File: src/rtl/xbsw_pkg.sv
/*
  Constants, region table and address decoder for the crossbar switch.
  Assumes a single 50 MHz clock shared by every master and target port.
*/
package xbsw_pkg;
  localparam int NUM_M = 5;
  localparam int NUM_T = 5;
  localparam int AW = 32;
  localparam int DW = 32;

  // Master port indices.
  localparam logic [2:0] M_CPU = 3'h0;
  localparam logic [2:0] M_PF = 3'h1;
  localparam logic [2:0] M_HI = 3'h2;
  localparam logic [2:0] M_LO = 3'h3;
  localparam logic [2:0] M_HOST = 3'h4;

  // Target group indices.
  localparam logic [2:0] T_MEM = 3'h0;
  localparam logic [2:0] T_EXTERNAL_MEMORY_INTERFACE = 3'h1;
  localparam logic [2:0] T_PCFG = 3'h2;
  localparam logic [2:0] T_AUDIO = 3'h3;
  localparam logic [2:0] T_DMA = 3'h4;

  // Masters from highest to lowest priority.
  localparam logic [2:0] PRIO [NUM_M] = '{M_CPU, M_HI, M_LO, M_HOST, M_PF};

  // Bridge reset control register.
  localparam logic [31:0] BRIDGE_CTRL_ADDR = 32'h4000_0024;
  localparam int BRIDGE_RST_BIT = 0;
  localparam logic BRIDGE_RST_RESET = 1'b1;

  // Memory configuration register whose top byte takes byte writes.
  localparam logic [31:0] SDRAM_CONFIG_REGISTER_ADDR = 32'hF000_0008;
  localparam logic [3:0] BE_TOP_BYTE = 4'h8;
  localparam logic [3:0] BE_WORD = 4'hF;

  // Decoded regions: base, end, target, word-only flag.
  localparam int NUM_RGN = 25;
  localparam logic [31:0] RGN_BASE [NUM_RGN] = '{
    32'h0000_0000, 32'h0004_0000, 32'h1000_0000,
    32'h4000_0000, 32'h4100_0000, 32'h4200_0000, 32'h4300_0000,
    32'h4400_0000, 32'h4500_0000, 32'h4600_0000, 32'h4700_0000,
    32'h4800_0000, 32'h4900_0000, 32'h4A00_0000,
    32'h5400_0000, 32'h5500_0000, 32'h5600_0000,
    32'h6000_0000, 32'h6100_8000, 32'h6100_80A0, 32'h6200_8000,
    32'h6200_80A0, 32'h8000_0000, 32'h9000_0000, 32'hF000_0000};
  localparam logic [31:0] RGN_END [NUM_RGN] = '{
    32'h0003_FFFF, 32'h0005_FFFF, 32'h1003_FFFF,
    32'h4000_0083, 32'h4100_015F, 32'h4200_00A3, 32'h4300_0043,
    32'h4400_02BF, 32'h4500_02BF, 32'h4600_02BF, 32'h4700_007F,
    32'h4800_007F, 32'h4900_007F, 32'h4A00_007F,
    32'h54FF_FFFF, 32'h55FF_FFFF, 32'h56FF_FFFF,
    32'h6000_008F, 32'h6100_807F, 32'h6100_81FF, 32'h6200_807F,
    32'h6200_81FF, 32'h8FFF_FFFF, 32'h9FFF_FFFF, 32'hF000_00BF};
  localparam logic [2:0] RGN_TGT [NUM_RGN] = '{
    T_MEM, T_MEM, T_MEM,
    T_PCFG, T_PCFG, T_PCFG, T_PCFG, T_PCFG, T_PCFG, T_PCFG, T_PCFG,
    T_PCFG, T_PCFG, T_PCFG,
    T_AUDIO, T_AUDIO, T_AUDIO,
    T_DMA, T_DMA, T_DMA, T_DMA, T_DMA, T_EXTERNAL_MEMORY_INTERFACE, T_EXTERNAL_MEMORY_INTERFACE, T_EXTERNAL_MEMORY_INTERFACE};
  localparam logic RGN_WORD [NUM_RGN] = '{
    1'b0, 1'b0, 1'b0,
    1'b1, 1'b1, 1'b1, 1'b1, 1'b1, 1'b1, 1'b1, 1'b1, 1'b1, 1'b1, 1'b1,
    1'b1, 1'b1, 1'b1,
    1'b1, 1'b0, 1'b0, 1'b0, 1'b0, 1'b0, 1'b0, 1'b1};

  typedef enum logic {XBSW_IDLE, XBSW_BUSY} xbsw_state_t;

  // Returns {hit, word_only, target} for an address.
  function automatic logic [4:0] xbsw_decode(input logic [31:0] addr);
    logic [4:0] res;
    res = 5'h00;
    for (int r = 0; r < NUM_RGN; r++) begin
      if (addr >= RGN_BASE[r] && addr <= RGN_END[r]) begin
        res = {1'b1, RGN_WORD[r], RGN_TGT[r]};
      end
    end
    return res;
  endfunction : xbsw_decode
endpackage : xbsw_pkg

File: src/rtl/xbsw_top.sv
/*
  Five-master, five-target crossbar switch with fixed-priority arbiters,
  one-entry bridge stages per target and the bridge reset register.
  Assumes masters hold a request until acknowledged and targets answer
  with a one-cycle acknowledge while the request stands.
*/
`timescale 1ns/1ps
`default_nettype none

// What this block does
// - Accepts requests from five master ports.
// - Routes each request to one of five targets.
// - Different targets serve different masters concurrently.
// - Same-cycle contenders: highest priority wins, others stall.
// - Owner finishes its access before rearbitration.
// - High DMA port beats low DMA port.
// - Program fetch only to external memory, ranks last.
// - Bridge stage captures request, presents it targetward.
// - CPU data requests pass bridge toward peripherals.
// - DMA and host pass bridge toward on-chip memory.
// - External memory requests pass through their bridge.
// - Bit 0 holds memory bridge reset, resets to 1.
// - Upper control bits reserved, read as zero.
// - Register regions refuse partial writes except config byte.
// - ROM and RAM pages decode to on-chip memory.
// - Control register regions decode to configuration bus.
// - Whole audio data windows decode to audio bus.
// - DMA registers and tables decode to DMA target.
// - External spaces decode to external memory target.
module xbsw_top
  import xbsw_pkg::*;
(
  input wire logic mclk,
  input wire logic rst_b,
  input wire logic [NUM_M-1:0] m_req,
  input wire logic [NUM_M-1:0] m_we,
  input wire logic [NUM_M-1:0][AW-1:0] m_addr,
  input wire logic [NUM_M-1:0][DW-1:0] m_wdata,
  input wire logic [NUM_M-1:0][3:0] m_be,
  output logic [NUM_M-1:0] m_ack,
  output logic [NUM_M-1:0] m_err,
  output logic [NUM_M-1:0][DW-1:0] m_rdata,
  output logic [NUM_T-1:0] t_req,
  output logic [NUM_T-1:0] t_we,
  output logic [NUM_T-1:0][AW-1:0] t_addr,
  output logic [NUM_T-1:0][DW-1:0] t_wdata,
  output logic [NUM_T-1:0][3:0] t_be,
  output logic [NUM_T-1:0][2:0] t_master,
  input wire logic [NUM_T-1:0] t_ack,
  input wire logic [NUM_T-1:0][DW-1:0] t_rdata,
  output logic onchip_bridge_reset
);

  logic [NUM_M-1:0] m_ack_reg;
  logic [NUM_M-1:0] m_err_reg;
  logic [NUM_M-1:0][DW-1:0] m_rdata_reg;
  logic [NUM_M-1:0] m_busy_reg;
  logic [NUM_M-1:0] m_ack_next;
  logic [NUM_M-1:0] m_err_next;
  logic [NUM_M-1:0][DW-1:0] m_rdata_next;
  logic [NUM_M-1:0] m_gnt;
  logic [NUM_M-1:0] elig;
  logic [NUM_M-1:0] ok;
  logic [NUM_M-1:0] m_bad;
  logic [NUM_M-1:0][2:0] m_tgt;
  logic [NUM_T-1:0][NUM_M-1:0] cand;

  xbsw_state_t [NUM_T-1:0] t_state_reg;
  logic [NUM_T-1:0] t_req_reg;
  logic [NUM_T-1:0] t_we_reg;
  logic [NUM_T-1:0][AW-1:0] t_addr_reg;
  logic [NUM_T-1:0][DW-1:0] t_wdata_reg;
  logic [NUM_T-1:0][3:0] t_be_reg;
  logic [NUM_T-1:0][2:0] t_owner_reg;
  logic [NUM_T-1:0] t_int_reg;
  logic [NUM_T-1:0] gvalid;
  logic [NUM_T-1:0][2:0] gsel;
  logic [NUM_T-1:0] t_done;
  logic [NUM_T-1:0] t_kill;
  logic [NUM_T-1:0][DW-1:0] t_res;
  logic bridge_rst_reg;

  assign m_ack = m_ack_reg;
  assign m_err = m_err_reg;
  assign m_rdata = m_rdata_reg;
  assign t_req = t_req_reg;
  assign t_we = t_we_reg;
  assign t_addr = t_addr_reg;
  assign t_wdata = t_wdata_reg;
  assign t_be = t_be_reg;
  assign t_master = t_owner_reg;
  assign onchip_bridge_reset = bridge_rst_reg;

  // Decode every master request and check its access width.
  always_comb begin
    logic [4:0] dec;
    logic word_bad;
    dec = 5'h00;
    word_bad = 1'b0;
    for (int i = 0; i < NUM_M; i++) begin
      dec = xbsw_decode(m_addr[i]);
      m_tgt[i] = dec[2:0];
      // Partial access to a word-only region is refused, except a top-byte access to the config register.
      word_bad = dec[3] && (m_be[i] != BE_WORD) &&
                 !(m_addr[i] == SDRAM_CONFIG_REGISTER_ADDR && m_be[i] == BE_TOP_BYTE);
      ok[i] = dec[4] && !word_bad &&
              !(3'(i) == M_PF && dec[2:0] != T_EXTERNAL_MEMORY_INTERFACE);
      // A master is eligible once, until its acknowledge has passed.
      elig[i] = m_req[i] && !m_busy_reg[i] && !m_ack_reg[i];
      m_bad[i] = elig[i] && !ok[i];
    end
  end

  // Fixed-priority arbiter per target; the scan ends on the best master.
  always_comb begin
    logic [2:0] m;
    m = 3'h0;
    for (int t = 0; t < NUM_T; t++) begin
      gvalid[t] = 1'b0;
      gsel[t] = 3'h0;
      for (int i = 0; i < NUM_M; i++) begin
        cand[t][i] = elig[i] && ok[i] && m_tgt[i] == 3'(t);
      end
      for (int p = NUM_M - 1; p >= 0; p--) begin
        m = PRIO[p];
        if (cand[t][m]) begin
          gvalid[t] = 1'b1;
          gsel[t] = m;
        end
      end
      // Only an idle target arbitrates; memory waits out its bridge reset.
      if (t_state_reg[t] != XBSW_IDLE ||
          (3'(t) == T_MEM && bridge_rst_reg)) begin
        gvalid[t] = 1'b0;
      end
    end
  end

  // Completion, abort and reply data of each bridge stage.
  always_comb begin
    for (int t = 0; t < NUM_T; t++) begin
      t_kill[t] = (3'(t) == T_MEM) && bridge_rst_reg &&
                  t_state_reg[t] == XBSW_BUSY;
      t_done[t] = t_state_reg[t] == XBSW_BUSY && !t_kill[t] &&
                  (t_int_reg[t] || t_ack[t]);
      if (t_int_reg[t]) begin
        t_res[t] = {{(DW-1){1'b0}}, bridge_rst_reg};
      end else begin
        t_res[t] = t_rdata[t];
      end
    end
  end

  // Bridge stages: capture the granted request, hold it until answered.
  always_ff @(posedge mclk or negedge rst_b) begin
    if (!rst_b) begin
      for (int t = 0; t < NUM_T; t++) begin
        t_state_reg[t] <= XBSW_IDLE;
        t_req_reg[t] <= 1'b0;
        t_we_reg[t] <= 1'b0;
        t_addr_reg[t] <= 32'h0000_0000;
        t_wdata_reg[t] <= 32'h0000_0000;
        t_be_reg[t] <= 4'h0;
        t_owner_reg[t] <= 3'h0;
        t_int_reg[t] <= 1'b0;
      end
    end else begin
      for (int t = 0; t < NUM_T; t++) begin
        if (t_kill[t] || t_done[t]) begin
          t_state_reg[t] <= XBSW_IDLE;
          t_req_reg[t] <= 1'b0;
          t_int_reg[t] <= 1'b0;
        end else if (gvalid[t]) begin
          t_state_reg[t] <= XBSW_BUSY;
          t_owner_reg[t] <= gsel[t];
          t_we_reg[t] <= m_we[gsel[t]];
          t_addr_reg[t] <= m_addr[gsel[t]];
          t_wdata_reg[t] <= m_wdata[gsel[t]];
          t_be_reg[t] <= m_be[gsel[t]];
          // The control register is answered here, never on the bus.
          if (3'(t) == T_PCFG && m_addr[gsel[t]] == BRIDGE_CTRL_ADDR) begin
            t_int_reg[t] <= 1'b1;
            t_req_reg[t] <= 1'b0;
          end else begin
            t_req_reg[t] <= 1'b1;
          end
        end
      end
    end
  end

  // Route answers back to the owning masters.
  always_comb begin
    for (int i = 0; i < NUM_M; i++) begin
      m_ack_next[i] = m_bad[i];
      m_err_next[i] = m_bad[i];
      m_rdata_next[i] = m_rdata_reg[i];
      m_gnt[i] = 1'b0;
      for (int t = 0; t < NUM_T; t++) begin
        if (t_owner_reg[t] == 3'(i) && (t_done[t] || t_kill[t])) begin
          m_ack_next[i] = 1'b1;
          m_err_next[i] = t_kill[t];
          m_rdata_next[i] = t_res[t];
        end
        if (gvalid[t] && gsel[t] == 3'(i)) begin
          m_gnt[i] = 1'b1;
        end
      end
    end
  end

  // Master-side acknowledge, error, read data and in-flight flags.
  always_ff @(posedge mclk or negedge rst_b) begin
    if (!rst_b) begin
      m_ack_reg <= 5'h00;
      m_err_reg <= 5'h00;
      m_busy_reg <= 5'h00;
      for (int i = 0; i < NUM_M; i++) begin
        m_rdata_reg[i] <= 32'h0000_0000;
      end
    end else begin
      m_ack_reg <= m_ack_next;
      m_err_reg <= m_err_next;
      m_rdata_reg <= m_rdata_next;
      for (int i = 0; i < NUM_M; i++) begin
        if (m_ack_next[i]) begin
          m_busy_reg[i] <= 1'b0;
        end else if (m_gnt[i]) begin
          m_busy_reg[i] <= 1'b1;
        end
      end
    end
  end

  // Bridge reset control; only full-word writes reach this register.
  always_ff @(posedge mclk or negedge rst_b) begin
    if (!rst_b) begin
      bridge_rst_reg <= BRIDGE_RST_RESET;
    end else if (t_done[T_PCFG] && t_int_reg[T_PCFG] &&
                 t_we_reg[T_PCFG] && t_be_reg[T_PCFG] == BE_WORD) begin
      bridge_rst_reg <= t_wdata_reg[T_PCFG][BRIDGE_RST_BIT];
    end
  end

  // The high DMA port is never passed over for the low one.
  for (genvar g = 0; g < NUM_T; g++) begin : g_chk

  end

  // An error is only ever reported together with an acknowledge.
  for (genvar g = 0; g < NUM_M; g++) begin : g_mchk

  end
endmodule : xbsw_top

`default_nettype wire

File: config.mk
export PLATFORM = sky130hd
export DESIGN_NAME = xbsw_top
export DESIGN_NICKNAME = d
export VERILOG_FILES = /design/src/rtl/xbsw_pkg.sv /design/src/rtl/xbsw_top.sv
export SDC_FILE = /design/constraint.sdc
export NUM_CORES = 2
export LEC_CHECK = 0
export BUFFER_PORTS_ARGS = -buffer_cell sky130_fd_sc_hd__buf_2
export CAP_MARGIN = 20
export CORE_AREA = 2 2 414 416
export DETAILED_ROUTE_END_ITERATION = 10
export DIE_AREA = 0 0 416 418
export PLACE_DENSITY = 0.43
export SYNTH_ARGS = -nofsm -noshare
export SYNTH_HDL_FRONTEND = slang
export SYNTH_SLANG_ARGS = --single-unit
File: constraint.sdc
create_clock -name mclk -period 3.75 [get_ports mclk]
set_input_delay 1.125 -clock mclk [delete_from_list [all_inputs] [get_ports mclk]]
set_output_delay 1.125 -clock mclk [all_outputs]
set_load 0.1 [all_outputs]
==> insert_results.sql <==
INSERT INTO impl_metrics (metric_group, metric, value, unit) VALUES
('setup_path', 'r2r_slack', '0.61', 'ns'),
('setup_path', 'worst-path-buf-inv', '2', ''),
('floorplanning', 'dieArea', '174000', 'um2'),
('grt', 'grt_start_max_net_pins', '87', ''),
('grt', 'vias_in_the_first_global_route', '47400', ''),
('grt', 'globalRouteOverflowTotal', '0', ''),
('outcome', 'failed_checks', 'setup timing', ''),
('setup_path', 'setup.worst_path.class', 'input pin to register', ''),
('final_layout', 'drive_gt1_share', '42.7', '%'),
('clocking', 'cts_htree_levels', '3', ''),
('synth', 'synthesis.area', '37400', 'um2'),
('synth', 'synth_async_sr_flop_share', '100', '%'),
('worst_hold_path', 'timing.hold.worst.class', 'input pin to async pin', ''),
('synth', 'dominantRegCellSynth', 'sky130_fd_sc_hd__dfrtp_1', ''),
('setup_path', 'reg2regPathDepth', '11', ''),
('synth', 'ys.warnings.count', '0', ''),
('floorplanning', 'design.portCount', '1053', ''),
('outcome', 'outcome', 'complete, but fails checks', ''),
('timing', 'finalMaxSlewViolations', '0', ''),
('timing', 'part_of_the_cycle_the_worst_path_needs', '112', '%'),
('placement', 'place_congestion', '1.04', ''),
('timing', 'min_period', '4.20', 'ns'),
('setup_path', 'critPathMaxStageDelay', '0.57', 'ns'),
('power', 'power_leakage', '28.6', 'nW'),
('power', 'areal_power_density_over_the_cells', '486', 'nW/um2'),
('setup_path', 'crit_family', 'simple AND/OR/NAND/NOR gates', ''),
('final_layout', 'area_delta_synth_final', '64.1', '%'),
('timing', 'timing.final.setup_violations', '326', ''),
('synth', 'synth_sequential_area_ratio', '36.4', '%'),
('synth', 'yosysUniqueCellTypes', '92', ''),
('clocking', 'clock_latency_on_the_worst_skew_pair', '0.73', 'ns'),
('timing', 'slew-limit-headroom', '47.9', '%'),
('grt', 'grt_pass1_wl', '402', 'mm'),
('detailed_routing', 'vias', '50500', ''),
('timing', 'worst_pin_slew', '0.771', 'ns'),
('clocking', 'clock_path_buffers', '3', ''),
('clocking', 'clock_sinks', '543', ''),
('grt', 'overall_routing_resource_usage', '33.0', '%'),
('run', 'drv_cap', '0', ''),
('timing', 'hold_viol_final', '0', ''),
('setup_path', 'end_kind', 'register', ''),
('setup_path', 'startpoint_type', 'input pin', ''),
('detailed_routing', 'routed_wl', '308', 'mm'),
('synth', 'synth_enable_flop_cells', '0', ''),
('clocking', 'numCtsBuffers', '74', ''),
('setup_path', 'worst_ep_required_time', '4.41', 'ns'),
('detailed_routing', 'drtPass1Iterations', '8', ''),
('placement', 'port_buffers', '1052', ''),
('setup_path', 'crit_path_top_delay_cell', 'sky130_fd_sc_hd__or4_4', ''),
('floorplanning', 'core_region', '169000', 'um2'),
('timing', 'fin_tns_setup', '-80.04', 'ns'),
('clocking', 'clkTransAtPathRegs', '0.06', 'ns'),
('final_layout', 'fill_cells', '17900', ''),
('setup_path', 'arrival', '4.86', 'ns'),
('floorplanning', 'die_h', '418', 'um'),
('timing', 'finalWorstSetupSlack', '-0.450', 'ns'),
('timing', 'max_freq', '238', 'MHz'),
('power', 'total_power', '29.8', 'mW'),
('clocking', 'holdBufCountCts', '0', ''),
('detailed_routing', 'drc', '0', ''),
('synth', 'synthesis.instances', '5000', ''),
('detailed_routing', 'ant_nets', '0', ''),
('floorplanning', 'initial_utilization', '22.1', '%'),
('clocking', 'tritoncts', 'yes', ''),
('setup_path', 'cell_chain_of_the_critical_path', 'buf_6 > or4_4 > nand4bb_4 > buf_6 > or2_4 > or3_4 > a31oi_4 > nor2_4 > or3_4 > mux2_4 > o22ai_4 > o211ai_1 > or4_4 > nor4_4 > o21a_1', ''),
('timing', 'unrepaired_setup_endpoints_after_global_routing', 'yes', ''),
('placement', 'place_hpwl', '235', 'mm'),
('floorplanning', 'die_x', '416', 'um'),
('synth', 'synthesis.nets', '5517', ''),
('grt', 'antenna_found_initial', '106', ''),
('detailed_routing', 'drt-initial-drc-count', '4984', ''),
('synth', 'synth_area_per_cell', '7.47', 'um2'),
('clocking', 'root_buffer', 'sky130_fd_sc_hd__clkbuf_16', ''),
('detailed_routing', 'drt-wirelength-per-cell', '34.1', 'um'),
('floorplanning', 'std_cell_rows', '151', ''),
('synth', 'register_bit_count_reported_by_yosys', '543', ''),
('setup_path', 'worst_r2r_startpoint', 'm_busy_reg[4]', ''),
('power', 'max-vdd-ir-drop', '676', 'uV'),
('final_layout', 'nNetsFinal', '7204', ''),
('timing', 'skew', '0.0516', 'ns'),
('detailed_routing', 'detail_route.vias_per_cell', '5.60', ''),
('setup_path', 'worstPathMaxFanout', '4', ''),
('setup_path', 'regToRegEndpoint', 't_int_reg[2]', '');
[synthesized netlist by cell type, types with 17 or more instances]
| cell | instances | area (um2) |
|---|---|---|
| sky130_fd_sc_hd__o21ai_0 | 617 | 3090 |
| sky130_fd_sc_hd__a21oi_1 | 629 | 3150 |
| sky130_fd_sc_hd__nand2b_1 | 24 | 150 |
| sky130_fd_sc_hd__clkbuf_1 | 409 | 1540 |
| sky130_fd_sc_hd__a31oi_1 | 53 | 332 |
| sky130_fd_sc_hd__and2_1 | 68 | 425 |
| sky130_fd_sc_hd__nand2_1 | 646 | 2420 |
| sky130_fd_sc_hd__nand3_1 | 31 | 155 |
| sky130_fd_sc_hd__nor4b_1 | 17 | 149 |
| sky130_fd_sc_hd__or3_1 | 20 | 125 |
| sky130_fd_sc_hd__a211oi_1 | 200 | 1500 |
| sky130_fd_sc_hd__a221oi_1 | 67 | 587 |
| sky130_fd_sc_hd__mux2i_1 | 240 | 2400 |
| sky130_fd_sc_hd__nor4_1 | 36 | 225 |
| sky130_fd_sc_hd__nor2b_1 | 53 | 332 |
| sky130_fd_sc_hd__dfrtp_1 | 542 | 13600 |
| sky130_fd_sc_hd__o22ai_1 | 187 | 1170 |
| sky130_fd_sc_hd__a22o_1 | 23 | 201 |
| sky130_fd_sc_hd__a22oi_1 | 38 | 285 |
| sky130_fd_sc_hd__buf_1 | 66 | 248 |
| sky130_fd_sc_hd__inv_1 | 27 | 101 |
| sky130_fd_sc_hd__nor3_1 | 55 | 275 |
| sky130_fd_sc_hd__nand4_1 | 28 | 175 |
| sky130_fd_sc_hd__o21ai_1 | 117 | 586 |
| sky130_fd_sc_hd__nor2_1 | 558 | 2090 |
[cell type report]
cell class	count	area [um2]	area share, %
timing repair buffer	2105	16400	26.8
timing repair inverter	2	22.5	0.0367
multi-input combinational	3932	25600	41.7
antenna	66	165	0.269
tap	2218	2780	4.53
clock buffer	98	2120	3.47
sequential	543	13600	22.2
inverter	29	138	0.224
clock inverter	36	450	0.735
[cell usage in the layout, fill, tap and decap left out, types with 187 or more instances in the layout]
master / instances
sky130_fd_sc_hd__mux2i_1: 222
sky130_fd_sc_hd__buf_2: 1041
sky130_fd_sc_hd__nor2_1: 477
sky130_fd_sc_hd__buf_4: 755
sky130_fd_sc_hd__a211oi_1: 187
sky130_fd_sc_hd__o21ai_1: 367
sky130_fd_sc_hd__nand2_1: 630
sky130_fd_sc_hd__a21oi_1: 478
sky130_fd_sc_hd__o21ai_0: 261
sky130_fd_sc_hd__dfrtp_1: 541
[kinds of logic (layout without fill, tap and decap cells)]
logic type / count (synthesis) / in the layout / synth area share [%]
buf+inv: 527 / 2270 / 5.45
simple gates: 1634 / 1635 / 19.7
xor+xnor: 5 / 5 / 0.117
flops: 543 / 543 / 36.4
mux: 247 / 247 / 6.64
compound gates: 2044 / 2045 / 31.8
other cells: 0 / 66 / 0
[stage by stage]
step | util (%) | worst slack [ns] | std cells | area (um2) | hold slack [ns]
3_5_place_dp | 30.8 | -1.71 | 8639 | 52100 | 0.451
6_report | 36.3 | -0.450 | 9029 | 61300 | 0.353
3_3_place_gp | 30.8 | -1.72 | 8639 | 52100 | 0.443
5_1_grt | 36.2 | -0.544 | 8998 | 61200 | 0.359
2_1_floorplan | - | -0.809 | 5000 | 38900 | 0.463
4_1_cts | 34.2 | -0.515 | 8861 | 57800 | 0.332
[worst max-delay path by stage]
stage | cells after the start | slack, ns | startpoint | end
4_1_cts | 15 | -0.52 | m_addr[81] | t_int_reg[2]
6_report | 15 | -0.45 | m_addr[85] | t_int_reg[2]
2_1_floorplan | 16 | -0.81 | m_addr[80] | t_req[2]
3_3_place_gp | 17 | -1.72 | m_addr[80] | t_int_reg[2]
5_1_grt | 15 | -0.54 | m_addr[81] | t_req[2]
3_5_place_dp | 17 | -1.71 | m_addr[80] | t_int_reg[2]
[power by group]
group | internal [mW] | switching [mW] | leakage (nW) | total (mW)
logic | 2.46 | 11.8 | 20.1 | 14.2
registers | 6.91 | 0.895 | 7.25 | 7.80
clock network | 4.55 | 3.24 | 1.24 | 7.79
total | 13.9 | 15.9 | 28.6 | 29.8
[timing repair]
| action | CTS | global route |
|---|---|---|
| setup endpoints to repair | 369 | 353 |
| buffers inserted | 74 | 89 |
| cloned | 24 | 39 |
| pin swaps | 130 | 210 |
| resized for setup | 455 | 502 |
[routing by layer]
layer | global-route usage [%] | share of wire [%] | up-vias
met5 | 0 | 0.034 | -
met4 | 21.9 | 8.0 | 16
met3 | 8.54 | 8.8 | 881
met2 | 53.4 | 45 | 2839
met1 | 38.6 | 38 | 25100
li1 | - | - | 21700
Power figures use the tool's default switching activity.
